`config.mk`:
```
export PLATFORM = sky130hd
export DESIGN_NAME = sfp_program_erase
export DESIGN_NICKNAME = d
export VERILOG_FILES = /design/src/sfp_pin_sync.v /design/src/sfp_otp_store.v /design/src/sfp_program_erase.v
export VERILOG_INCLUDE_DIRS = /design/src
export SDC_FILE = /design/constraint.sdc
export NUM_CORES = 2
export LEC_CHECK = 0
export ABC_AREA = 1
export BUFFER_PORTS_ARGS = -buffer_cell sky130_fd_sc_hd__clkbuf_2
export CAP_MARGIN = 5
export CORE_ASPECT_RATIO = 1.1
export CORE_MARGIN = 2
export CORE_UTILIZATION = 43
export CTS_CLUSTER_SIZE = 16
export DETAILED_ROUTE_END_ITERATION = 16
export PLACE_DENSITY = 0.58
export SYNTH_ARGS = -nofsm -noshare
export SYNTH_HDL_FRONTEND = slang
export SYNTH_SLANG_ARGS = --single-unit
```
`constraint.sdc`:
```
create_clock -name ref_clk -period 21.5 [get_ports ref_clk]
set_input_delay 2.15 -clock ref_clk [delete_from_list [all_inputs] [get_ports ref_clk]]
set_output_delay 2.15 -clock ref_clk [all_outputs]
set_load 0.05 [all_outputs]
```
`src/sfp_defines.vh`:
```
// Shared constants of the serial flash program and erase sequencer.
// Operation
// Quad data program data bytes arrive four bits per clock on serial_io3..0.
// Host sends opcode, three address bytes, data, all under low chip select.
// Data past page end wraps to offset zero of the same page.
// Over 256 data bytes: later bytes overwrite, final 256 get programmed.
// Under 256 bytes: only addressed bytes programmed, rest of page untouched.
// Chip select must rise on a byte boundary, else program is discarded.
// Chip select rise starts timed cycle; busy flag high until it ends. The busy flag here reads low while a cycle is paused.
// Write permit latch cleared before every program or erase completes.
// Quad program to a block-protected page is not executed.
// Running quad program pauses on pause command, resumes on continue command.
// Quad full program also sends the address four bits per clock.
// Modify commands need the write permit latch set by a prior permit command.
// OTP program writes up to 64 bytes, bits only from 1 to 0.
// OTP has no wrap; at most 65 bytes latched, extra bytes dropped.
// Control byte 64 bit 0 at zero locks the 64 OTP bytes forever.
// An OTP bit programmed to 0 never returns to 1.
// OTP program during a running cycle is rejected, cycle unaffected.
// 4 KB erase: opcode plus address, any address inside, sets all bits.
// 4 KB erase must end right after last address byte, then timed cycle.
// 4 KB erase in a hardware or software protected sector is not executed.
// 4 KB erase during a running cycle is rejected, cycle unaffected.
// 64 KB erase: same framing, refused if protected, can pause and resume.
// Erase targets ignore address bits below the 4 KB or 64 KB boundary.
`ifndef SFP_DEFINES_VH
`define SFP_DEFINES_VH
`define SFP_CLK_MHZ       250
`define SFP_PROG_TIME_US  500
`define SFP_SUB_TIME_US   40000
`define SFP_SEC_TIME_US   600000
`define SFP_OP_QDP        8'h32
`define SFP_OP_QFP        8'h12
`define SFP_OP_OTP        8'h42
`define SFP_OP_SUB        8'h20
`define SFP_OP_SEC        8'hd8
`define SFP_OP_WP         8'h06
`define SFP_FIRST_ADDR    3'h1
`define SFP_FIRST_DATA    3'h4
`define SFP_DATA_SEEN     3'h5
`define SFP_OTP_BYTES     7'h41
`define SFP_OTP_LOCK_IDX  7'h40
`define SFP_OTP_LOCK_BIT  0
`define SFP_OTP_ERASED    8'hff
`define SFP_PAGE_LAST     8'hff
`define SFP_SUB_LSB       12
`define SFP_SEC_LSB       16
`define SFP_KIND_PROG     2'h0
`define SFP_KIND_OTP      2'h1
`define SFP_KIND_SUB      2'h2
`define SFP_KIND_SEC      2'h3
`endif

```
`src/sfp_pin_sync.v`:
```
// Three-stage pin synchroniser with agreement filter for the serial pins.
`timescale 1ns/1ps
module sfp_pin_sync #(
  parameter WIDTH = 6
) (
  input  wire             ref_clk,
  input  wire             rst_n,
  input  wire [WIDTH-1:0] pin_in,
  input  wire [WIDTH-1:0] pin_rst_val,
  output wire [WIDTH-1:0] pin_lvl
);
  reg [WIDTH-1:0] s1_ff;
  reg [WIDTH-1:0] s2_ff;
  reg [WIDTH-1:0] s3_ff;
  reg [WIDTH-1:0] lvl_ff;
  integer i;

  // The filtered level only moves when stages two and three agree, so a
  // metastable first stage never reaches the decode logic.
  always @(posedge ref_clk)
  begin
    if (!rst_n)
    begin
      s1_ff  <= pin_rst_val;
      s2_ff  <= pin_rst_val;
      s3_ff  <= pin_rst_val;
      lvl_ff <= pin_rst_val;
    end
    else
    begin
      s1_ff <= pin_in;
      s2_ff <= s1_ff;
      s3_ff <= s2_ff;
      for (i = 0; i < WIDTH; i = i + 1)
      begin
        if (s2_ff[i] == s3_ff[i])
          lvl_ff[i] <= s3_ff[i];
      end
    end
  end

  assign pin_lvl = lvl_ff;
endmodule // sfp_pin_sync

```
`src/sfp_otp_store.v`:
```
// One-time-programmable area of 64 data bytes plus the lock control byte.
`timescale 1ns/1ps
`include "sfp_defines.vh"
module sfp_otp_store #(
  parameter BYTES = 65
) (
  input  wire       ref_clk,
  input  wire       rst_n,
  input  wire       wr_en,
  input  wire [6:0] wr_idx,
  input  wire [7:0] wr_data,
  input  wire [6:0] rd_idx,
  output reg  [7:0] rd_data,
  output wire       otp_locked
);
  reg [7:0] otp_mem [0:BYTES-1];
  integer i;

  wire lock_open = otp_mem[`SFP_OTP_LOCK_IDX][`SFP_OTP_LOCK_BIT];

  // Writes only clear bits; the control byte stays writable so that a lock can be set.
  // Power-on reset restores the erased image since this model has no retention.
  always @(posedge ref_clk)
  begin
    if (!rst_n)
    begin
      for (i = 0; i < BYTES; i = i + 1)
        otp_mem[i] <= `SFP_OTP_ERASED;
      rd_data <= `SFP_OTP_ERASED;
    end
    else
    begin
      if (wr_en && (wr_idx < `SFP_OTP_BYTES) && (wr_idx == `SFP_OTP_LOCK_IDX || lock_open))
        otp_mem[wr_idx] <= otp_mem[wr_idx] & wr_data;
      if (rd_idx < `SFP_OTP_BYTES)
        rd_data <= otp_mem[rd_idx];
      else
        rd_data <= `SFP_OTP_ERASED;
    end
  end

  assign otp_locked = ~lock_open;
endmodule // sfp_otp_store

```
`src/sfp_program_erase.v`:
```
// Command decode, page buffer and timed modify sequencer of the serial flash.
`timescale 1ns/1ps
`include "sfp_defines.vh"
module sfp_program_erase #(
  parameter SEC_W       = 7,
  parameter PROG_CYCLES = `SFP_PROG_TIME_US * `SFP_CLK_MHZ,
  parameter SUB_CYCLES  = `SFP_SUB_TIME_US * `SFP_CLK_MHZ,
  parameter SEC_CYCLES  = `SFP_SEC_TIME_US * `SFP_CLK_MHZ
) (
  input  wire                  ref_clk,
  input  wire                  rst_n,
  input  wire                  spi_cs_n,
  input  wire                  spi_clk,
  input  wire                  serial_io0,
  input  wire                  serial_io1,
  input  wire                  serial_io2,
  input  wire                  serial_io3,
  input  wire [3:0]            protect_size_bits,
  input  wire                  protect_from_bottom,
  input  wire [(1<<SEC_W)-1:0] soft_lock_bits,
  input  wire                  modify_pause_cmd,
  input  wire                  modify_continue_cmd,
  input  wire [6:0]            otp_rd_idx,
  output wire [7:0]            otp_rd_data,
  output wire                  otp_locked,
  output wire                  modify_busy_flag,
  output wire                  modify_paused,
  output wire                  write_permit_latch,
  output reg                   cmd_rejected,
  output reg                   mem_wr_en,
  output reg  [23:0]           mem_wr_addr,
  output reg  [7:0]            mem_wr_data,
  output reg                   mem_erase_en,
  output reg  [23:0]           mem_erase_addr,
  output reg                   mem_erase_64k
);
  localparam S_IDLE  = 3'b001;
  localparam S_WAIT  = 3'b010;
  localparam S_FLUSH = 3'b100;

  // Quad lanes apply to the address of the full variant and to data of both.
  function sfp_quad;
    input [2:0] nbytes;
    input [7:0] op;
    begin
      if (nbytes == 3'h0)
        sfp_quad = 1'b0;
      else if (nbytes < `SFP_FIRST_DATA)
        sfp_quad = (op == `SFP_OP_QFP);
      else
        sfp_quad = (op == `SFP_OP_QFP) || (op == `SFP_OP_QDP);
    end
  endfunction

  // Protected region grows by powers of two from the top, or the bottom.
  function sfp_bp_hit;
    input [SEC_W-1:0] sec;
    input [3:0]       bp;
    input             tb;
    reg   [SEC_W:0]   cnt;
    reg   [SEC_W:0]   full;
    begin
      full = {1'b1, {SEC_W{1'b0}}};
      if (bp > SEC_W)
        cnt = full;
      else
        cnt = {{SEC_W{1'b0}}, 1'b1} << (bp - 4'h1);
      if (bp == 4'h0)
        sfp_bp_hit = 1'b0;
      else if (tb)
        sfp_bp_hit = ({1'b0, sec} < cnt);
      else
        sfp_bp_hit = ({1'b0, sec} >= (full - cnt));
    end
  endfunction

  wire [5:0] pin_lvl;
  reg        cs_prev_ff;
  reg        clk_prev_ff;
  reg  [7:0] shift_ff;
  reg  [2:0] bit_ff;
  reg  [2:0] nbytes_ff;
  reg  [7:0] opcode_ff;
  reg  [23:0] addr_ff;
  reg  [7:0] ptr_ff;
  reg  [255:0] valid_ff;
  reg  [7:0] page_buf [0:255];
  reg  [2:0] st_ff;
  reg  [1:0] kind_ff;
  reg  [31:0] timer_ff;
  reg  [7:0] idx_ff;
  reg  [23:0] run_addr_ff;
  reg        paused_ff;
  reg        wel_ff;
  reg        otp_wr_en_ff;
  reg  [6:0] otp_wr_idx_ff;
  reg  [7:0] otp_wr_data_ff;

  sfp_pin_sync #(
    .WIDTH (6)
  ) u_sync (
    .ref_clk     (ref_clk),
    .rst_n       (rst_n),
    .pin_in      ({spi_cs_n, spi_clk, serial_io3, serial_io2, serial_io1, serial_io0}),
    .pin_rst_val (6'h3f),
    .pin_lvl     (pin_lvl)
  );

  sfp_otp_store #(
    .BYTES (65)
  ) u_otp (
    .ref_clk    (ref_clk),
    .rst_n      (rst_n),
    .wr_en      (otp_wr_en_ff),
    .wr_idx     (otp_wr_idx_ff),
    .wr_data    (otp_wr_data_ff),
    .rd_idx     (otp_rd_idx),
    .rd_data    (otp_rd_data),
    .otp_locked (otp_locked)
  );

  // Edges of the serial clock and chip select as seen on the filtered levels.
  wire       cs_n_l    = pin_lvl[5];
  wire       clk_rise  = pin_lvl[4] & ~clk_prev_ff & ~cs_n_l;
  wire       cs_rise   = cs_n_l & ~cs_prev_ff;
  wire       cs_fall   = ~cs_n_l & cs_prev_ff;
  wire       quad      = sfp_quad(nbytes_ff, opcode_ff);
  wire [3:0] nxt_bit   = {1'b0, bit_ff} + (quad ? 4'h4 : 4'h1);
  wire       byte_done = nxt_bit[3];
  wire [7:0] nxt_byte  = quad ? {shift_ff[3:0], pin_lvl[3:0]} : {shift_ff[6:0], pin_lvl[0]};
  wire       seq_idle  = st_ff[0];

  // Opcode classes.
  wire op_prog = (opcode_ff == `SFP_OP_QDP) || (opcode_ff == `SFP_OP_QFP);
  wire op_otp  = (opcode_ff == `SFP_OP_OTP);
  wire op_sub  = (opcode_ff == `SFP_OP_SUB);
  wire op_sec  = (opcode_ff == `SFP_OP_SEC);
  wire op_wp   = (opcode_ff == `SFP_OP_WP);
  wire op_mod  = op_prog | op_otp | op_sub | op_sec;

  // The buffer is frozen while a cycle runs so a stray frame cannot corrupt it.
  wire buf_take = clk_rise & ~cs_fall & byte_done & (nbytes_ff >= `SFP_FIRST_DATA) & seq_idle &
                  (op_prog | (op_otp & ({1'b0, ptr_ff} < {1'b0, `SFP_OTP_BYTES})));

  // Acceptance at chip select rise: whole bytes, permit held, no cycle running.
  wire [SEC_W-1:0] sec_idx = addr_ff[`SFP_SEC_LSB +: SEC_W];
  wire bp_hit   = sfp_bp_hit(sec_idx, protect_size_bits, protect_from_bottom);
  wire frame_ok = cs_rise & (bit_ff == 3'h0);
  wire gate_ok  = frame_ok & wel_ff & seq_idle;
  wire data_ok  = (nbytes_ff == `SFP_DATA_SEEN);
  wire addr_end = (nbytes_ff == `SFP_FIRST_DATA);
  wire go_prog  = gate_ok & op_prog & data_ok & ~bp_hit;
  wire go_otp   = gate_ok & op_otp & data_ok;
  wire go_sub   = gate_ok & op_sub & addr_end & ~bp_hit & ~soft_lock_bits[sec_idx];
  wire go_sec   = gate_ok & op_sec & addr_end & ~bp_hit & ~soft_lock_bits[sec_idx];
  wire launch   = go_prog | go_otp | go_sub | go_sec;
  wire wp_ok    = frame_ok & op_wp & (nbytes_ff == `SFP_FIRST_ADDR);
  wire can_halt = (kind_ff != `SFP_KIND_OTP) & st_ff[1];
  wire flush_last = (kind_ff == `SFP_KIND_OTP) ? (idx_ff == {1'b0, `SFP_OTP_LOCK_IDX}) :
                    (idx_ff == `SFP_PAGE_LAST);

  // Frame decode: bit and byte counting, opcode, address and page pointer.
  always @(posedge ref_clk)
  begin
    if (!rst_n)
    begin
      cs_prev_ff  <= 1'b1;
      clk_prev_ff <= 1'b1;
      shift_ff    <= 8'h00;
      bit_ff      <= 3'h0;
      nbytes_ff   <= 3'h0;
      opcode_ff   <= 8'h00;
      addr_ff     <= 24'h000000;
      ptr_ff      <= 8'h00;
    end
    else
    begin
      cs_prev_ff  <= cs_n_l;
      clk_prev_ff <= pin_lvl[4];
      if (cs_fall)
      begin
        bit_ff    <= 3'h0;
        nbytes_ff <= 3'h0;
      end
      else if (clk_rise)
      begin
        bit_ff   <= nxt_bit[2:0];
        shift_ff <= nxt_byte;
        if (byte_done)
        begin
          if (nbytes_ff != `SFP_DATA_SEEN)
            nbytes_ff <= nbytes_ff + 3'h1;
          if (nbytes_ff == 3'h0)
            opcode_ff <= nxt_byte;
          else if (nbytes_ff < `SFP_FIRST_DATA)
          begin
            addr_ff <= {addr_ff[15:0], nxt_byte};
            ptr_ff  <= nxt_byte;
          end
          else if (buf_take)
            ptr_ff <= ptr_ff + 8'h01;
        end
      end
    end
  end

  // Valid marks: cleared per frame, so untouched bytes are never written.
  always @(posedge ref_clk)
  begin
    if (!rst_n)
      valid_ff <= {256{1'b0}};
    else if (cs_fall & seq_idle)
      valid_ff <= {256{1'b0}};
    else if (buf_take)
      valid_ff[ptr_ff] <= 1'b1;
  end

  // A later byte at the same offset simply overwrites the earlier one.
  always @(posedge ref_clk)
  begin
    if (buf_take)
      page_buf[ptr_ff] <= nxt_byte;
  end

  // Write permit latch; launch cannot coincide with a permit frame.
  always @(posedge ref_clk)
  begin
    if (!rst_n)
      wel_ff <= 1'b0;
    else if (launch)
      wel_ff <= 1'b0;
    else if (wp_ok)
      wel_ff <= 1'b1;
  end

  // Modify sequencer: timed wait, then page or OTP flush, or an erase pulse.
  always @(posedge ref_clk)
  begin
    if (!rst_n)
    begin
      st_ff          <= S_IDLE;
      kind_ff        <= `SFP_KIND_PROG;
      timer_ff       <= 32'h00000000;
      idx_ff         <= 8'h00;
      run_addr_ff    <= 24'h000000;
      paused_ff      <= 1'b0;
      cmd_rejected   <= 1'b0;
      mem_wr_en      <= 1'b0;
      mem_wr_addr    <= 24'h000000;
      mem_wr_data    <= 8'h00;
      mem_erase_en   <= 1'b0;
      mem_erase_addr <= 24'h000000;
      mem_erase_64k  <= 1'b0;
      otp_wr_en_ff   <= 1'b0;
      otp_wr_idx_ff  <= 7'h00;
      otp_wr_data_ff <= 8'h00;
    end
    else
    begin
      cmd_rejected <= cs_rise & op_mod & ~launch;
      mem_wr_en    <= 1'b0;
      mem_erase_en <= 1'b0;
      otp_wr_en_ff <= 1'b0;
      case (st_ff)
        S_IDLE:
        begin
          paused_ff <= 1'b0;
          if (launch)
          begin
            st_ff       <= S_WAIT;
            run_addr_ff <= addr_ff;
            idx_ff      <= 8'h00;
            if (go_prog)
            begin
              kind_ff  <= `SFP_KIND_PROG;
              timer_ff <= PROG_CYCLES;
            end
            else if (go_otp)
            begin
              kind_ff  <= `SFP_KIND_OTP;
              timer_ff <= PROG_CYCLES;
            end
            else if (go_sub)
            begin
              kind_ff  <= `SFP_KIND_SUB;
              timer_ff <= SUB_CYCLES;
            end
            else
            begin
              kind_ff  <= `SFP_KIND_SEC;
              timer_ff <= SEC_CYCLES;
            end
          end
        end
        S_WAIT:
        begin
          // Continue beats a simultaneous pause; OTP cycles cannot pause.
          if (modify_continue_cmd)
            paused_ff <= 1'b0;
          else if (modify_pause_cmd & can_halt)
            paused_ff <= 1'b1;
          if (!paused_ff)
          begin
            if (timer_ff > 32'h00000001)
              timer_ff <= timer_ff - 32'h00000001;
            else if (kind_ff[1])
            begin
              st_ff          <= S_IDLE;
              mem_erase_en   <= 1'b1;
              mem_erase_64k  <= (kind_ff == `SFP_KIND_SEC);
              if (kind_ff == `SFP_KIND_SEC)
                mem_erase_addr <= {run_addr_ff[23:`SFP_SEC_LSB], 16'h0000};
              else
                mem_erase_addr <= {run_addr_ff[23:`SFP_SUB_LSB], 12'h000};
            end
            else
              st_ff <= S_FLUSH;
          end
        end
        S_FLUSH:
        begin
          mem_wr_en      <= (kind_ff == `SFP_KIND_PROG) & valid_ff[idx_ff];
          mem_wr_addr    <= {run_addr_ff[23:8], idx_ff};
          mem_wr_data    <= page_buf[idx_ff];
          otp_wr_en_ff   <= (kind_ff == `SFP_KIND_OTP) & valid_ff[idx_ff];
          otp_wr_idx_ff  <= idx_ff[6:0];
          otp_wr_data_ff <= page_buf[idx_ff];
          idx_ff         <= idx_ff + 8'h01;
          if (flush_last)
            st_ff <= S_IDLE;
        end
        default:
          st_ff <= S_IDLE;
      endcase
    end
  end

  // Busy reads low while a cycle is paused so software can tell it stopped.
  assign modify_busy_flag   = ~st_ff[0] & ~paused_ff;
  assign modify_paused      = paused_ff;
  assign write_permit_latch = wel_ff;
endmodule // sfp_program_erase

```
==> run summary <==
The run finished with clean final reports. The pin count of the biggest net entering global routing came out at around 200. Counting the buffers created by CTS gives 376. In this run the critical register-to-register path is captured at otp_wr_data_ff[7]. The worst hold path begins at u_sync.s1_ff[1].

Hold is met by slightly above 0.4 ns. In the routed design, unresolved DRC markers number 0. After the last flow step, the layout net total stands at between 10000 and 15000.

Once detailed placement completed, the half-perimeter wirelength came to 288 mm. Buffers added to address setup during post-CTS repair amount to 0. The number of buffers inserted by port buffering came out at between 200 and 250. Traced cell by cell, the critical path runs through inv_8 -> buf_12 -> buf_4 -> buf_4 -> buf_4 -> buf_4 -> o21ai_0 -> o22ai_1 -> a21oi_1 -> nand3_1 -> nand3_1 -> nand3_1 -> nand3_1 -> nand3_1 -> o211ai_1 -> inv_1. In the final routed layout, each cell accounts on average for about 25 um.

For flop-to-flop paths, the worst setup slack is ~15 ns. The y dimension of the die is between 600 and 700 um. The power per standard cell area is about 85 nW/um2.

In this run the number of cells on the critical path is 16. The slew at the pin closest to its max-slew limit is ~1.3 ns. The static power due to leakage is 62.1 nW. The setup-violating endpoint count in the final report is 0.

The die area came out at between 300000 and 400000 um2. Once placement completed, the tool counted placed cells totaling roughly 19000. Sequential cells were found to cover 65.7% of the synthesized design area. edfxtp_1 is the most common cell in the netlist.

The share of the synthesized area in the top cell type came out at 59.7%. The number of global-route vias before repair is around 110k. The relative slew slack came out at between 10% and 20%.

Compared with the post-synthesis result, the final layout area differs by 11.7%. STA classifies the critical path endpoint as a flip-flop. The capture point of the critical path is otp_wr_data_ff[7]. The routability-driven placement congestion ratio came out at 0.904.

The number of antenna violations at the first check in global routing is 16. The synthesis warning total is 0. The startpoint type of the worst setup path is a flip-flop. The number of register bits inferred by synthesis came out at about 3500. Of the total power, registers draw around half. The total number of vias came out at between 100k and 150k. The worst path buffer plus inverter count is 7. The number of enable flip-flop cells after synthesis came out at ~3100.

Of all cell types, the one taking the most synthesized area is edfxtp_1. The number of distinct standard cells referenced by the synthesized netlist came out at between 50 and 60. The mapped cell area came out at about 150000 um2. The clock latency on the worst-skew pair is 0.98 ns. The total number of H-tree levels came out at 5.

The highest clock rate is about 0.16 GHz. The hold violation total from the final report is 0. The effective utilization at floorplan is a little over two fifths. The startpoint identified for the worst register-to-register timing path is idx_ff[0]. On the critical path the largest part of the delay comes from buffers and inverters. The number of standard-cell rows in the floorplan came out at 230. Leaving out filler cells and counting taps, the final layout contains 19900.

TritonCTS built the clock tree. The clock network is responsible for between 40% and 50% of the overall power. The post-cts gate resize count came out at 0. Buffers inserted to repair hold after CTS numbered 0.

The dominant register cell in the synthesized netlist is edfxtp_1. The arrival time at the worst endpoint is roughly 7 ns. The commonest cells after synthesis are edfxtp_1, nor2_1, o21ai_0.

Summed over all nets, the switching power comes to approximately 0.0033 W. The path category of the worst min-delay check is flip-flop to flip-flop. Setup repair after global routing left no endpoint under its margin. At the worst endpoint, the required time is roughly 22 ns. The worst-path maximum fanout is around 140. Summed over all layers, the global routing overflow is 0. The root buffer cell chosen for the clock tree is clkbuf_16.

In this run the worst setup path begins at idx_ff[0]. The share of the cycle needed by the critical path after routing is between 20% and 30%. Across every metal layer, demand over resource in global routing totals approximately a quarter. Across the run, the number of max-cap violations was 0.

The top-level I/O count is roughly 220. The number of max-slew violations in the final report came out at 0. Cells with a size suffix above 1 make up 8.01% of the layout.

The first-pass detailed-route iteration total is 9. The fill cell instance count of the final layout came out at 32600. The proportion of synthesized flip-flops having asynchronous set or reset is 0%. Clock-pin slew was measured on the worst setup and hold paths at about 0.060 ns.

The setup skew after layout is about 0.082 ns. The placeable core region came out at approximately 360000 um2. The routed wire length is between 400 and 500 mm. The setup path with the least slack is of type flip-flop to flip-flop. The combinational fraction of design power came out at around 4.7%.

The maximum VDD drop came out at ~0.000077 V. The logic depth of the worst register-to-register path is 16. The most frequent cell on the critical path is nand3_1.

Measured along the x axis, the die boundary spans approximately 580 um. The sum of internal, switching and leakage power came out at 0.0147 W. The largest stage delay on the critical path came out at about 0.74 ns.

Cell internal power was estimated by the tool at approximately 0.011 W. The switching portion of total power came out at between 20 and 25%. The largest individual stage delay along the critical path comes from the cell buf_4. The number of sinks handled by clock tree synthesis is approximately 3500. The remaining antenna violation count is 0. The clock period minus worst slack came out at ~6.1 ns. The ratio of routed vias to standard cells is between 5 and 6. After routing, the total negative slack on setup checks comes to 0 ns. The share of the core filled with cells in the final layout came out at between 40% and 50%. The average footprint of a synthesized cell is roughly 11 um2. The maximum buffer depth of the clock tree came out at 4. After synthesis, the cell types taking the most area are edfxtp_1, o21ai_0, nor2_1, dfxtp_1, nand2_1.

Synthesis handed over a netlist of 14600 instances. The wire length of the first global-routing pass is around 730 mm. The first-iteration detailed-routing DRC count came out at between 10000 and 15000.
## area by class of cell
cell class / count / area [um2] / area share, %
Antenna cell: 6 / 15.0 / 0.00869
Clock buffer: 492 / 10300 / 5.96
Clock inverter: 207 / 2030 / 1.18
Inverter: 512 / 2040 / 1.18
Multi-Input combinational cell: 9918 / 47800 / 27.7
Sequential cell: 3534 / 102000 / 58.8
Tap cell: 4756 / 5950 / 3.45
Timing Repair Buffer: 440 / 3020 / 1.75
## worst reg2reg max path, delay by kind of cell, from the launching register on
family	cells	cell delay, ns
AND/OR/NAND/NOR	5	0.98
buffers and inverters	7	4.02
AO/OA/AOI/OAI	4	0.57
flip-flops	1	0.50
## state kept, by name, summed over array words and instances (netlist names), 7 cells and up, named ones only
register	cells
otp_wr_data_ff	8
u_otp.rd_data	8
page_buf	2048
run_addr_ff	16
ptr_ff	8
shift_ff	7
opcode_ff	8
idx_ff	8
mem_erase_addr	12
timer_ff	32
u_otp.otp_mem	1024
addr_ff	24
valid_ff	256
mem_wr_addr	24
## how the worst min path moves through the flow
stage / endpoint / slack (ns) / cells after the start
global route: u_sync.s2_ff[1] / 0.42 / 1
finish: u_sync.s2_ff[1] / 0.40 / 1
detailed placement: u_sync.s2_ff[4] / 0.40 / 1
floorplan: u_sync.s2_ff[0] / 0.39 / 1
global placement: u_sync.s2_ff[5] / 0.40 / 1
CTS: u_sync.s2_ff[1] / 0.41 / 1
## cells by family after synthesis
| group | Yosys count | synth area share, % |
|---|---|---|
| buf+inv | 1696 | 4.75 |
| xor+xnor | 15 | 0.0850 |
| flops | 3534 | 65.7 |
| compound gates | 4474 | 16.6 |
| other cells | 1 | 0.00243 |
| simple gates | 4882 | 12.7 |
| fa+ha+maj | 31 | 0.246 |
## power by group through the flow
stage,sequential [W],combinational (W),clock [W]
3_3_place_gp,0.00762,0.000686,0
4_1_cts,0.00748,0.000687,0.00664
3_5_place_dp,0.00762,0.000685,0
6_report,0.00748,0.000699,0.00656
5_1_grt,0.00748,0.000770,0.00689
2_1_floorplan,0.00761,0.000488,0
## cells in the final DEF, fill, tap and decap left out, types with 7 or more instances in the layout
cell / synthesis / final
inv_8: 0 / 9
clkbuf_16: 0 / 386
nor4_1: 7 / 7
clkinv_1: 9 / 73
nor2_2: 3 / 9
o211ai_1: 212 / 212
or2_0: 10 / 10
nand2_1: 1324 / 1323
clkbuf_8: 0 / 22
dfxtp_4: 0 / 10
buf_4: 64 / 209
clkinv_2: 1 / 75
o21ai_1: 81 / 85
dfxtp_1: 462 / 448
nor3_2: 8 / 10
nor3_1: 36 / 34
a31oi_1: 17 / 17
nand3_1: 685 / 685
xor2_1: 11 / 11
a21oi_1: 582 / 581
nand4_1: 58 / 58
or2_2: 19 / 19
o221ai_1: 374 / 374
o22ai_1: 581 / 581
nor2_1: 2710 / 2702
inv_2: 28 / 41
clkbuf_2: 2 / 206
ha_1: 28 / 28
buf_12: 0 / 17
inv_1: 473 / 447
edfxtp_1: 3072 / 3072
bufinv_16: 0 / 36
conb_1: 1 / 516
o21ai_0: 2511 / 2506
inv_6: 0 / 18
o21ba_2: 82 / 82
clkbuf_1: 740 / 81
## per-layer routing
layer  routed length, um  track usage [%]  vias to the layer above
met5                  27                0                        -
met4               26500             13.3                        4
met3               38000             3.52                     1090
met2              238000             44.1                     5178
met1              196000             34.1                    57300
li1                    -                -                    52700
## through the flow
stage | area [um2] | setup slack [ns]
after floorplan | 157000 | 8.23
after global placement | 160000 | 15.20
after detailed placement | 160000 | 15.19
after CTS | 173000 | 15.42
after global routing | 173000 | 15.02
final | 173000 | 15.36
Power figures use the tool's default switching activity.
